`config.mk`:
```
export PLATFORM = sky130hd
export DESIGN_NAME = uvw_top
export DESIGN_NICKNAME = d
export VERILOG_FILES = /design/src/uvw_pkg.sv /design/src/uvw_sec_if.sv /design/src/uvw_sector.sv /design/src/uvw_top.sv
export SDC_FILE = /design/constraint.sdc
export NUM_CORES = 1
export LEC_CHECK = 0
export BUFFER_PORTS_ARGS = -buffer_cell sky130_fd_sc_hd__buf_2
export CAP_MARGIN = 20
export CORE_MARGIN = 1.5
export CORE_UTILIZATION = 32
export CTS_CLUSTER_DIAMETER = 100
export DETAILED_ROUTE_END_ITERATION = 8
export HOLD_SLACK_MARGIN = 0.15
export SYNTH_ARGS = -nofsm -noshare
export SYNTH_HDL_FRONTEND = slang
export SYNTH_SLANG_ARGS = --single-unit
```
`constraint.sdc`:
```
create_clock -name ref_clk -period 14.98 [get_ports ref_clk]
set_clock_uncertainty 0.2 [all_clocks]
set_input_delay 1.498 -clock ref_clk [delete_from_list [all_inputs] [get_ports ref_clk]]
set_output_delay 1.498 -clock ref_clk [all_outputs]
set_load 0.03 [all_outputs]
```
`src/uvw_pkg.sv`:
```
// constants for the commutation and incremental output block
// assumes one 10 MHz clock and a 14-bit shaft angle sampled on it
// How it works
// - recompute quadrature outputs at the update rate
// - quadrature edges never closer than one update
// - three hall-like commutation outputs are driven
// - each commutation output high half the cycle
// - outputs offset one hundred twenty electrical degrees from each other
// - revolution split into one cycle per pole pair
// - three-bit pole pair field in config register
// - code k gives 6(k+1) states per revolution
// - hysteresis on commutation transitions suppresses noise
package uvw_pkg;
	// ==========================================================
	// register map (printed offsets are word indices)
	localparam logic [7:0] CFG_INDEX = 8'h07; // pole pair configuration
	localparam logic [7:0] HYS_INDEX = 8'h08; // hysteresis width
	localparam logic [7:0] STAT_INDEX = 8'h09; // live state readback
	localparam logic [7:0] CFG_ADDR = 8'(CFG_INDEX * 4);
	localparam logic [7:0] HYS_ADDR = 8'(HYS_INDEX * 4);
	localparam logic [7:0] STAT_ADDR = 8'(STAT_INDEX * 4);
	// ==========================================================
	// field layout and reset values
	localparam int POLE_SEL_LSB = 0; // pole pair select low bit
	localparam int POLE_SEL_W = 3; // pole pair select width
	localparam logic [2:0] POLE_SEL_RESET = 3'h0; // one pole pair
	localparam logic [7:0] HYS_RESET = 8'h10; // electrical angle lsbs
	localparam int ST_UVW_LSB = 0; // commutation outputs
	localparam int ST_STEP_LSB = 3; // accepted step
	localparam int ST_RAW_LSB = 6; // unfiltered sector
	localparam int ST_QUAD_LSB = 9; // quadrature outputs
	localparam logic [1:0] RESP_OKAY = 2'h0;
	localparam logic [1:0] RESP_SLVERR = 2'h2;
	// ==========================================================
	// angle and step geometry
	localparam int ANGLE_W = 14; // shaft angle width
	localparam int QPOS_W = 12; // quadrature position width
	localparam logic [2:0] STEPS = 3'h6; // steps per electrical cycle
	// hall pattern per step, ordered {w,v,u}: one bit moves per step
	localparam logic [2:0] UVW_LUT [6] = '{3'h5, 3'h1, 3'h3, 3'h2, 3'h6, 3'h4};
	// ==========================================================
	// timing
	localparam int CLK_PERIOD_PS = 100000; // 10 MHz ref_clk
	localparam int UPD_PERIOD_PS = 62500; // 16 MHz update rate
	localparam int UPD_CYCLES = (UPD_PERIOD_PS / CLK_PERIOD_PS) < 1 ? 1 : (UPD_PERIOD_PS / CLK_PERIOD_PS);
endpackage

```
`src/uvw_sec_if.sv`:
```
// carries one electrical angle into a sector decoder and its sector back
// assumes both ends sit in the same clock domain
`timescale 1ns/1ps
interface uvw_sec_if;
	logic [13:0] angle; // electrical angle
	logic [2:0] sector; // 0..5, sixty degree slice
	modport dec (input angle, output sector);
	modport user (output angle, input sector);
endinterface

```
`src/uvw_sector.sv`:
```
// maps an electrical angle onto one of six equal sectors
// assumes a full 14-bit turn of the angle is one electrical cycle
`timescale 1ns/1ps
module uvw_sector
(
	uvw_sec_if.dec sec
);
	// ==========================================================
	// sector = floor(angle * 6 / 2^14), always 0..5
	wire [16:0] scaled;
	assign scaled = {3'h0, sec.angle} * 17'h00006;
	assign sec.sector = scaled[16:14];
endmodule

```
`src/uvw_top.sv`:
```
// commutation outputs and quadrature outputs driven from a shaft angle
// assumes angle_in is synchronous to ref_clk; registers over AXI4-Lite
`timescale 1ns/1ps
module uvw_top
(
	input wire logic ref_clk,
	input wire logic rst_n,
	input wire logic [13:0] angle_in,
	output logic [2:0] commutation_outputs,
	output logic [2:0] incremental_quadrature_outputs,
	input wire logic [7:0] s_axi_awaddr,
	input wire logic [2:0] s_axi_awprot,
	input wire logic s_axi_awvalid,
	output logic s_axi_awready,
	input wire logic [31:0] s_axi_wdata,
	input wire logic [3:0] s_axi_wstrb,
	input wire logic s_axi_wvalid,
	output logic s_axi_wready,
	output logic [1:0] s_axi_bresp,
	output logic s_axi_bvalid,
	input wire logic s_axi_bready,
	input wire logic [7:0] s_axi_araddr,
	input wire logic [2:0] s_axi_arprot,
	input wire logic s_axi_arvalid,
	output logic s_axi_arready,
	output logic [31:0] s_axi_rdata,
	output logic [1:0] s_axi_rresp,
	output logic s_axi_rvalid,
	input wire logic s_axi_rready
);
	// ==========================================================
	// state
	logic [2:0] pole_pair_select; // config field
	logic [7:0] hys_width; // hysteresis in electrical lsbs
	logic [3:0] upd_cnt; // update divider
	logic upd_en; // one-cycle update pulse
	logic [2:0] step; // accepted commutation step
	logic [11:0] qpos; // quadrature position
	logic aw_hold; // write address captured
	logic w_hold; // write data captured
	logic [7:0] aw_addr;
	logic [31:0] w_data;
	logic [3:0] w_strb;

	// ==========================================================
	// update divider: slower rates are one-cycle enables
	always_ff @(posedge ref_clk)
	begin
		if (!rst_n)
		begin
			upd_cnt <= 4'h0;
			upd_en <= 1'b0;
		end
		else if (upd_cnt == 4'(uvw_pkg::UPD_CYCLES - 1))
		begin
			// clock is slower than 16 MHz, so every cycle is an update
			upd_cnt <= 4'h0;
			upd_en <= 1'b1;
		end
		else
		begin
			upd_cnt <= upd_cnt + 4'h1;
			upd_en <= 1'b0;
		end
	end

	// ==========================================================
	// electrical angle: mechanical angle times pole pairs, wrapped
	wire [17:0] elec_full;
	wire [13:0] elec;
	wire [13:0] elec_lo;
	wire [13:0] elec_hi;
	assign elec_full = {4'h0, angle_in} * {14'h0000, 1'b0, pole_pair_select} + {4'h0, angle_in};
	assign elec = elec_full[13:0];
	assign elec_lo = elec - {6'h00, hys_width};
	assign elec_hi = elec + {6'h00, hys_width};

	// three decoders: the angle itself and both hysteresis edges
	uvw_sec_if sec_mid ();
	uvw_sec_if sec_lo ();
	uvw_sec_if sec_hi ();
	assign sec_mid.angle = elec;
	assign sec_lo.angle = elec_lo;
	assign sec_hi.angle = elec_hi;
	uvw_sector u_sec_mid (.sec(sec_mid));
	uvw_sector u_sec_lo (.sec(sec_lo));
	uvw_sector u_sec_hi (.sec(sec_hi));

	// ==========================================================
	// step decision: a new sector counts only once the whole
	// hysteresis band lies inside it
	wire settled;
	wire [2:0] target;
	wire [2:0] fwd_dist;
	wire go_fwd;
	wire [2:0] step_up;
	wire [2:0] step_dn;
	wire [2:0] next_step;
	assign settled = (sec_lo.sector == sec_hi.sector);
	assign target = sec_lo.sector;
	assign fwd_dist = (target >= step) ? (target - step) : (target + uvw_pkg::STEPS - step);
	assign go_fwd = (fwd_dist <= 3'h3);
	assign step_up = (step == uvw_pkg::STEPS - 3'h1) ? 3'h0 : step + 3'h1;
	assign step_dn = (step == 3'h0) ? uvw_pkg::STEPS - 3'h1 : step - 3'h1;
	// a large jump is walked one step per update, never skipped
	assign next_step = (!upd_en || !settled || target == step) ? step : (go_fwd ? step_up : step_dn);

	// commutation step and outputs
	always_ff @(posedge ref_clk)
	begin
		if (!rst_n)
		begin
			step <= 3'h0;
			commutation_outputs <= uvw_pkg::UVW_LUT[0];
		end
		else
		begin
			step <= next_step;
			commutation_outputs <= uvw_pkg::UVW_LUT[next_step];
		end
	end

	// ==========================================================
	// quadrature: position walks one count per update toward the angle
	wire [11:0] qtarget;
	wire [11:0] qdiff;
	wire [11:0] next_qpos;
	assign qtarget = angle_in[13:2];
	assign qdiff = qtarget - qpos;
	// one count per update keeps edges an update period apart
	assign next_qpos = (!upd_en || qdiff == 12'h000) ? qpos : (qdiff[11] ? qpos - 12'h001 : qpos + 12'h001);

	always_ff @(posedge ref_clk)
	begin
		if (!rst_n)
		begin
			qpos <= 12'h000;
			incremental_quadrature_outputs <= 3'h4;
		end
		else
		begin
			qpos <= next_qpos;
			// {z,b,a}: a and b in quadrature, z at position zero
			incremental_quadrature_outputs <= {next_qpos == 12'h000, next_qpos[1], next_qpos[1] ^ next_qpos[0]};
		end
	end

	// ==========================================================
	// AXI4-Lite write channel: address and data taken in either order
	wire aw_take;
	wire w_take;
	wire wr_fire;
	wire wr_cfg;
	wire wr_hys;
	wire wr_known;
	assign aw_take = s_axi_awvalid && s_axi_awready;
	assign w_take = s_axi_wvalid && s_axi_wready;
	assign wr_fire = aw_hold && w_hold && !s_axi_bvalid;
	assign wr_cfg = wr_fire && aw_addr == uvw_pkg::CFG_ADDR && w_strb[0];
	assign wr_hys = wr_fire && aw_addr == uvw_pkg::HYS_ADDR && w_strb[0];
	assign wr_known = aw_addr == uvw_pkg::CFG_ADDR || aw_addr == uvw_pkg::HYS_ADDR || aw_addr == uvw_pkg::STAT_ADDR;

	// capture address and data, answer once both are in
	always_ff @(posedge ref_clk)
	begin
		if (!rst_n)
		begin
			aw_hold <= 1'b0;
			w_hold <= 1'b0;
			aw_addr <= 8'h00;
			w_data <= 32'h00000000;
			w_strb <= 4'h0;
			s_axi_awready <= 1'b1;
			s_axi_wready <= 1'b1;
			s_axi_bvalid <= 1'b0;
			s_axi_bresp <= uvw_pkg::RESP_OKAY;
		end
		else
		begin
			if (aw_take)
			begin
				aw_hold <= 1'b1;
				aw_addr <= {s_axi_awaddr[7:2], 2'h0};
				s_axi_awready <= 1'b0;
			end
			if (w_take)
			begin
				w_hold <= 1'b1;
				w_data <= s_axi_wdata;
				w_strb <= s_axi_wstrb;
				s_axi_wready <= 1'b0;
			end
			if (wr_fire)
			begin
				aw_hold <= 1'b0;
				w_hold <= 1'b0;
				s_axi_bvalid <= 1'b1;
				s_axi_bresp <= wr_known ? uvw_pkg::RESP_OKAY : uvw_pkg::RESP_SLVERR;
			end
			else if (s_axi_bvalid && s_axi_bready)
			begin
				// reopen only after the response, one write at a time
				s_axi_bvalid <= 1'b0;
				s_axi_awready <= 1'b1;
				s_axi_wready <= 1'b1;
			end
		end
	end

	// software registers
	always_ff @(posedge ref_clk)
	begin
		if (!rst_n)
		begin
			pole_pair_select <= uvw_pkg::POLE_SEL_RESET;
			hys_width <= uvw_pkg::HYS_RESET;
		end
		else
		begin
			if (wr_cfg)
				pole_pair_select <= w_data[uvw_pkg::POLE_SEL_LSB +: uvw_pkg::POLE_SEL_W];
			if (wr_hys)
				hys_width <= w_data[7:0];
		end
	end

	// ==========================================================
	// AXI4-Lite read channel: data one cycle after the address
	wire [7:0] rd_addr;
	wire [31:0] stat_word;
	wire [31:0] rd_word;
	wire rd_known;
	assign rd_addr = {s_axi_araddr[7:2], 2'h0};
	assign stat_word = {20'h00000, incremental_quadrature_outputs, sec_mid.sector, step, commutation_outputs};
	assign rd_known = rd_addr == uvw_pkg::CFG_ADDR || rd_addr == uvw_pkg::HYS_ADDR || rd_addr == uvw_pkg::STAT_ADDR;
	// reserved bits read as zero
	assign rd_word = (rd_addr == uvw_pkg::CFG_ADDR) ? {29'h00000000, pole_pair_select}
		: (rd_addr == uvw_pkg::HYS_ADDR) ? {24'h000000, hys_width}
		: (rd_addr == uvw_pkg::STAT_ADDR) ? stat_word : 32'h00000000;

	always_ff @(posedge ref_clk)
	begin
		if (!rst_n)
		begin
			s_axi_arready <= 1'b1;
			s_axi_rvalid <= 1'b0;
			s_axi_rdata <= 32'h00000000;
			s_axi_rresp <= uvw_pkg::RESP_OKAY;
		end
		else if (s_axi_arvalid && s_axi_arready)
		begin
			s_axi_arready <= 1'b0;
			s_axi_rvalid <= 1'b1;
			s_axi_rdata <= rd_word;
			s_axi_rresp <= rd_known ? uvw_pkg::RESP_OKAY : uvw_pkg::RESP_SLVERR;
		end
		else if (s_axi_rvalid && s_axi_rready)
		begin
			s_axi_rvalid <= 1'b0;
			s_axi_arready <= 1'b1;
		end
	end
endmodule

```
# ---- Yosys cells after proc, flatten, opt, wreduce, memory -nomap -nowiden
# Memories as Yosys holds them, arrays and structs flattened. A register that Yosys moved wholly into a read port is not among the register bits.
# Cells that the tools add are included.
# Widths: inputs -> output; s select.
dict set report totals {
  in_bits 79
  mem_bits_ro 24
  wordCells 106
  output_inout_bits 47
  register_bits 92
  n_memories 1
}
dict set report op_classes {
  bitwise_logic 3
  n_eq_ne 9
  magnitude_cmp 2
  n_mul 4
  n_reduce_logical 30
  n_mux 25
  n_addsub 12
}
# name depth word_bits rd rd_clocked_by_memory_dff write_ports line_no
set mem_list {}
lappend mem_list {{(name not given)} 8 3 1 1 0 uvw_top.sv:119} ;# commutation_outputs <= uvw_pkg::UVW_LUT[next_step];
# op n
set ops {}
lappend ops {{$mux 12} 5}
lappend ops {{$mul 14x2->16 const B} 3}
lappend ops {{$eq 6x4->1 const B} 4}
lappend ops {{$logic_not 12->1} 2}
lappend ops {{$mux 3} 5}
lappend ops {{$add 14x14->14} 1}
lappend ops {{$add 14x8->14} 1}
lappend ops {{$mul 14x3->14} 1}
lappend ops {{$sub 14x8->14} 1}
lappend ops {{$mux 1} 13}
lappend ops {{$add 12x1->12 const B} 1}
lappend ops {{$eq 6x3->1 const B} 2}
lappend ops {{$sub 12x1->12 const B} 1}
lappend ops {{$sub 12x12->12} 1}
lappend ops {{$logic_and 1x1->1} 11}
lappend ops {{$logic_or 1x1->1} 7}
lappend ops {{$eq 3x3->1} 2}
lappend ops {{$sub 3x3->3} 2}
lappend ops {{$add 4x1->4 const B} 1}
lappend ops {{$logic_not 1->1} 4}
lappend ops {{$logic_not 4->1} 1}
lappend ops {{$mux 2} 2}
lappend ops {{$not 3->4} 1}
lappend ops {{$reduce_bool 2->1} 2}
lappend ops {{10 further kinds} 11}

# ---- Longest topological paths before layout
dict set report depth {
  word_depth 11
  depth_mapped 40
}

# ---- Hierarchy
# Synthesis repeated with hierarchy kept, for this count alone.
dict set report hier_totals {
  hier_cells 927
  area_unflattened_um2 7619.8
}
# mod cells_per_inst seq_area_each_um2 instances area_each_um2
set modules_own_cells {}
lappend modules_own_cells {uvw_top 793 1441.4 1 6500.0}
lappend modules_own_cells {{uvw_sector at u_sec_hi ...} 46 0.0 2 390.4}
lappend modules_own_cells {{uvw_sector at u_sec_mid} 42 0.0 1 339.1}

# ---- Least setup slack after synthesis
# No wires, ideal clock.
dict set report synth_timing {
  path_kind {input to register}
  start {input angle_in[1]}
  end {register commutation_outputs[1]}
  path_buffers 1
  t_arrival_ns 9.430
  setup_ns 0.058
  slack_ns 5.292
  stages 38
  cell_sequence {and2_1 > fa_1 > inv_1 > fa_1 > inv_1 > ha_1 > nor2b_4 > o31a_1 > o21a_1 > nor2_1 > xnor2_1 > ha_1 > or4_1 > o21ai_0 > xnor2_1 > ha_1 > o2111a_1 > o31ai_1 > [2 not listed] > o311a_2 > and2_1 > o31ai_1 > xor2_1 > inv_1 > ha_1 > inv_1 > ha_1 > xnor2_1 > xnor2_1 > nor2_1 > a21oi_1 > o2bb2ai_2 > or2_1 > buf_2 > or4_4 > a41oi_4 > mux2_2}
}
dict set report synth_between {
  elab_chain_cells 11
  word_cells_on_any_way 20
  cone_classes {add/sub: 6; mul: 3; order compare: 2; eq/ne: 2; mux: 3; bitwise: 1; reduce/logical: 3}
}
# element line_no
set synth_rtl {}
lappend synth_rtl {{start, declared} uvw_top.sv:8} ;# input wire logic [13:0] angle_in,
lappend synth_rtl {{$mul 14x3->14} uvw_top.sv:73} ;# assign elec_full = {4'h0, angle_in} * {14'h0000, 1'b0, pole_pair_select} + {4'h0, angle_in};
lappend synth_rtl {{$add 14x14->14 (*)} uvw_top.sv:73}
lappend synth_rtl {{$sub 14x8->14} uvw_top.sv:75} ;# assign elec_lo = elec - {6'h00, hys_width};
lappend synth_rtl {{$mul 14x2->16} uvw_sector.sv:11} ;# assign scaled = {3'h0, sec.angle} * 17'h00006;
lappend synth_rtl {{$add 3x3->3} uvw_top.sv:101} ;# assign fwd_dist = (target >= step) ? (target - step) : (target + uvw_pkg::STEPS - step);
lappend synth_rtl {{$sub 3x3->3} uvw_top.sv:101}
lappend synth_rtl {{$mux 3} uvw_top.sv:101}
lappend synth_rtl {{$le 3x2->1} uvw_top.sv:102} ;# assign go_fwd = (fwd_dist <= 3'h3);
lappend synth_rtl {{$mux 3} uvw_top.sv:106} ;# assign next_step = (!upd_en || !settled || target == step) ? step : (go_fwd ? step_up : step_dn);
lappend synth_rtl {{$mux 3 (*)} uvw_top.sv:106}
lappend synth_rtl {{$not 3->4 (implied by the code) (*)} uvw_top.sv:119}
lappend synth_rtl {{end, declared} uvw_top.sv:9} ;# output logic [2:0] commutation_outputs,
# Mark *: on every way between the ends. The rest lies on a longest branch, timed or not.
# A chain may end at the register's enable or synchronous reset.

# ---- Worst setup path after layout
# Ends and elaborated chain as after synthesis.

==> results.md <==
- Clock slew at reported path FFs: 0.07 ns
- Final period util: 67.82%
- Netlist cell types: 80
- Uppermost layer routed: met4
- I/O pin count: 126
- Global-route wire length before repair: 28590 um
- Leak Pwr: 3.949 nW
- Clock buffer depth: 2
- Status: finished clean
- Area of the multi-input gates: 5600 um2
- # fillers: 2455
- Slew @ Worst Pin: 0.7835 ns
- Sequential share of the synthesized area: 18.85%
- Met3 WL: 398 um
- Critical path buffers and inverters: 5
- Setup bufs post-CTS: 0
- DRC violations left: 0
- Worst Path Arrival: 10.26 ns
- Worst-skew pair later-pin latency: 0.34 ns
- Rel. slew slack: 46.42%
- Post-synth ARST share: 0%
- Crit. End Element: flip-flop
- Wire length per cell: 12.94 um
- Metal-1 WL: 8132 um
- Final setup viols: 0
- Mapped Avg Cell Area: 8.125 um2
- WL final: 17070 um
- Post-CTS sizing: 0
- Number of placement rows: 56
- Total track usage: 14.39%
- RSZ-0062 raised after global routing: false
- WP data required: 15.08 ns
- Worst Hold Class: flip-flop to flip-flop
- Share of layout cells above drive strength 1: 11.60%
- Ys flop type: dfxtp_1
- DIE HEIGHT: 157.6 um
- Storage cell area: 1441 um2
- Cts bufs inserted: 9
- Core Box Area: 23470 um2
- Met2 wire len: 8275 um
- CTS root buf: clkbuf_16
- Post-route cell area: 8508 um2
- Remaining antenna violation count: 0
- Nets: 1201
- CP dominant cell by count: ha_1
- GR Overflow Total: 0
- FF+latch count, synth: 72
- Max incr delay on CP: 0.53 ns
- Pin count of the biggest net entering global routing: 58
- Post-synthesis cell type with the largest combined area: dfxtp_1
- Max-cap violations: 0
- Minimum clock period: 10.16 ns
- DR vias: 6333
- Critical Path Source Type: input pin
- CP max stage cell: fa_1
- Final Max Slew Viols: 0
- Power per cell area: 96.32 nW/um2
- Post-layout utilization of the core: 36.25%
- Gp weighted congestion: 0.7981
- Syn-to-layout area delta: 11.27%
- Yosys warns: 0
- Hold Buf Count CTS: 0
- PnR Total Power: 819.5 uW
- Vias/cell: 4.801
- F_max: 98.43 MHz
- CTS H-tree depth: 3
- Final Hold Vio Count: 0
- Initial antenna violation count: 0
- Post-Syn Area: 7646 um2
- DP Wirelength: 13820 um
- Synth area leaders: dfxtp_1 (19%), ha_1 (16%), fa_1 (7.3%)
- WS Path Type: input pin to flip-flop
- Die area: 24830 um2
- Crit-path leading delay family: compound AO/OA/AOI/OAI gates
- Port Buf Inserts: 66
- Dpl cell area: 8203 um2
- Setup TNS: 0 ns
- Post-Synthesis Cells: 941
- CTS sink count: 72
- Pre-antenna DRT Iters: 4
- Yosys top cell area share: 18.85%
- Die W: 157.6 um
- CTS tree: built
- EDFF count, synth: 0
- Peak supply drop: 0.08266 mV
- Initial Util: 32.57%
- Worst-path maximum fanout: 6
- Antenna diodes: 0
- DRT iter0 DRCs: 315
- Vias in the first global route: 6015
power by group:
group,internal [mW],total (mW),leakage [nW],switching [mW]
registers,0.210,0.233,0.588,0.0224
clock network,0.131,0.222,0.148,0.0913
logic,0.153,0.364,3.21,0.211
total,0.495,0.819,3.95,0.325
synthesized netlist by cell type (all sizes together), types with 3 or more instances:
cell and count:
nand2 67, or4 4, clkbuf 17, xnor2 43, a21boi 7, nor4 6
nor3 12, nand2b 9, nand3 13, inv 113, and2 36, a221oi 5
a21o 17, o21a 14, xor2 15, nor4b 3, dfxtp 72, ha 99
o211ai 6, nor2b 9, o21bai 7, a21oi 76, o31a 4, and3 4
or2 4, a22oi 4, nand4 7, a31oi 4, o31ai 3, fa 28
mux2i 27, o21ai 34, nor2 97, buf 28, a211oi 8, o41ai 3
kinds of logic (layout without fill, tap and decap cells):
group	Yosys count	count (layout)	synth area share, %
compound gates	213	213	19.33
xor+xnor	59	59	7.282
fa+ha+maj	127	127	23.53
buf+inv	158	196	8.935
flops	72	72	18.85
mux	29	29	3.829
other cells	1	22	0.04904
simple gates	282	282	18.20
cell usage in the layout (no fill, tap or decap), types with 17 or more instances in the layout:
master / netlist / final
a21o_1: 17 / 17
a21oi_1: 74 / 74
mux2i_1: 27 / 27
dfxtp_1: 72 / 72
ha_1: 99 / 99
xnor2_1: 41 / 41
inv_1: 111 / 110
buf_2: 3 / 66
conb_1: 1 / 22
and2_1: 36 / 36
o21ai_0: 32 / 32
nor2_1: 97 / 97
fa_1: 28 / 28
nand2_1: 66 / 66
flip-flops by register name, summed over array words and instances, names as in the netlist, 3 cells and up:
signal	cells
incremental_quadrature_outputs	3
hys_width	8
s_axi_rdata	12
commutation_outputs	3
upd_cnt	4
qpos	11
w_data	8
pole_pair_select	3
step	3
aw_addr	6
metal layers:
metal	track usage [%]	up-vias
li1	-	3281
met1	18.36	2955
met2	25.36	82
met3	1.889	15
met4	3.953	0
met5	0	-
per-stage QoR:
| stage | std cells | worst slack [ns] | hold slack (ns) |
|---|---|---|---|
| final | 1319 | 4.820 | 0.2545 |
| after global routing | 1319 | 4.230 | 0.2765 |
| after CTS | 1319 | 4.759 | 0.2541 |
| after detailed placement | 1303 | 4.419 | 0.2468 |
| after global placement | 1303 | 4.510 | 0.2399 |
| after floorplan | 962 | 5.292 | 0.2357 |
tightest hold or removal path, delay by kind of cell (launching register included):
kind | cells | cell delay, ns
compound gates | 1 | 0.05
simple gates | 1 | 0.05
flops | 1 | 0.31
final timing paths:
| kind | from | end | slack [ns] | depth (start not counted) |
|---|---|---|---|---|
| worst max-delay path | angle_in[1] | commutation_outputs[1]$_SDFF_PN0_ | 4.82 | 38 |
| worst min-delay path | aw_addr[6]$_SDFFE_PN0P_ | aw_addr[6]$_SDFFE_PN0P_ | 0.25 | 2 |
| worst min register to register | aw_addr[6]$_SDFFE_PN0P_ | aw_addr[6]$_SDFFE_PN0P_ | 0.25 | 2 |
| worst max register to register | pole_pair_select[0]$_SDFFE_PN0P_ | commutation_outputs[1]$_SDFF_PN0_ | 5.50 | 35 |
area by class of cell:
cell class	count	share of cell area [%]
multi-input cells	732	65.82
flip-flops and latches	72	16.94
inverters	113	4.985
well taps	319	4.691
repair buffers	67	3.971
clock buffers	9	2.647
clock inverters	7	0.9412
(Power assumes the default switching activity.)
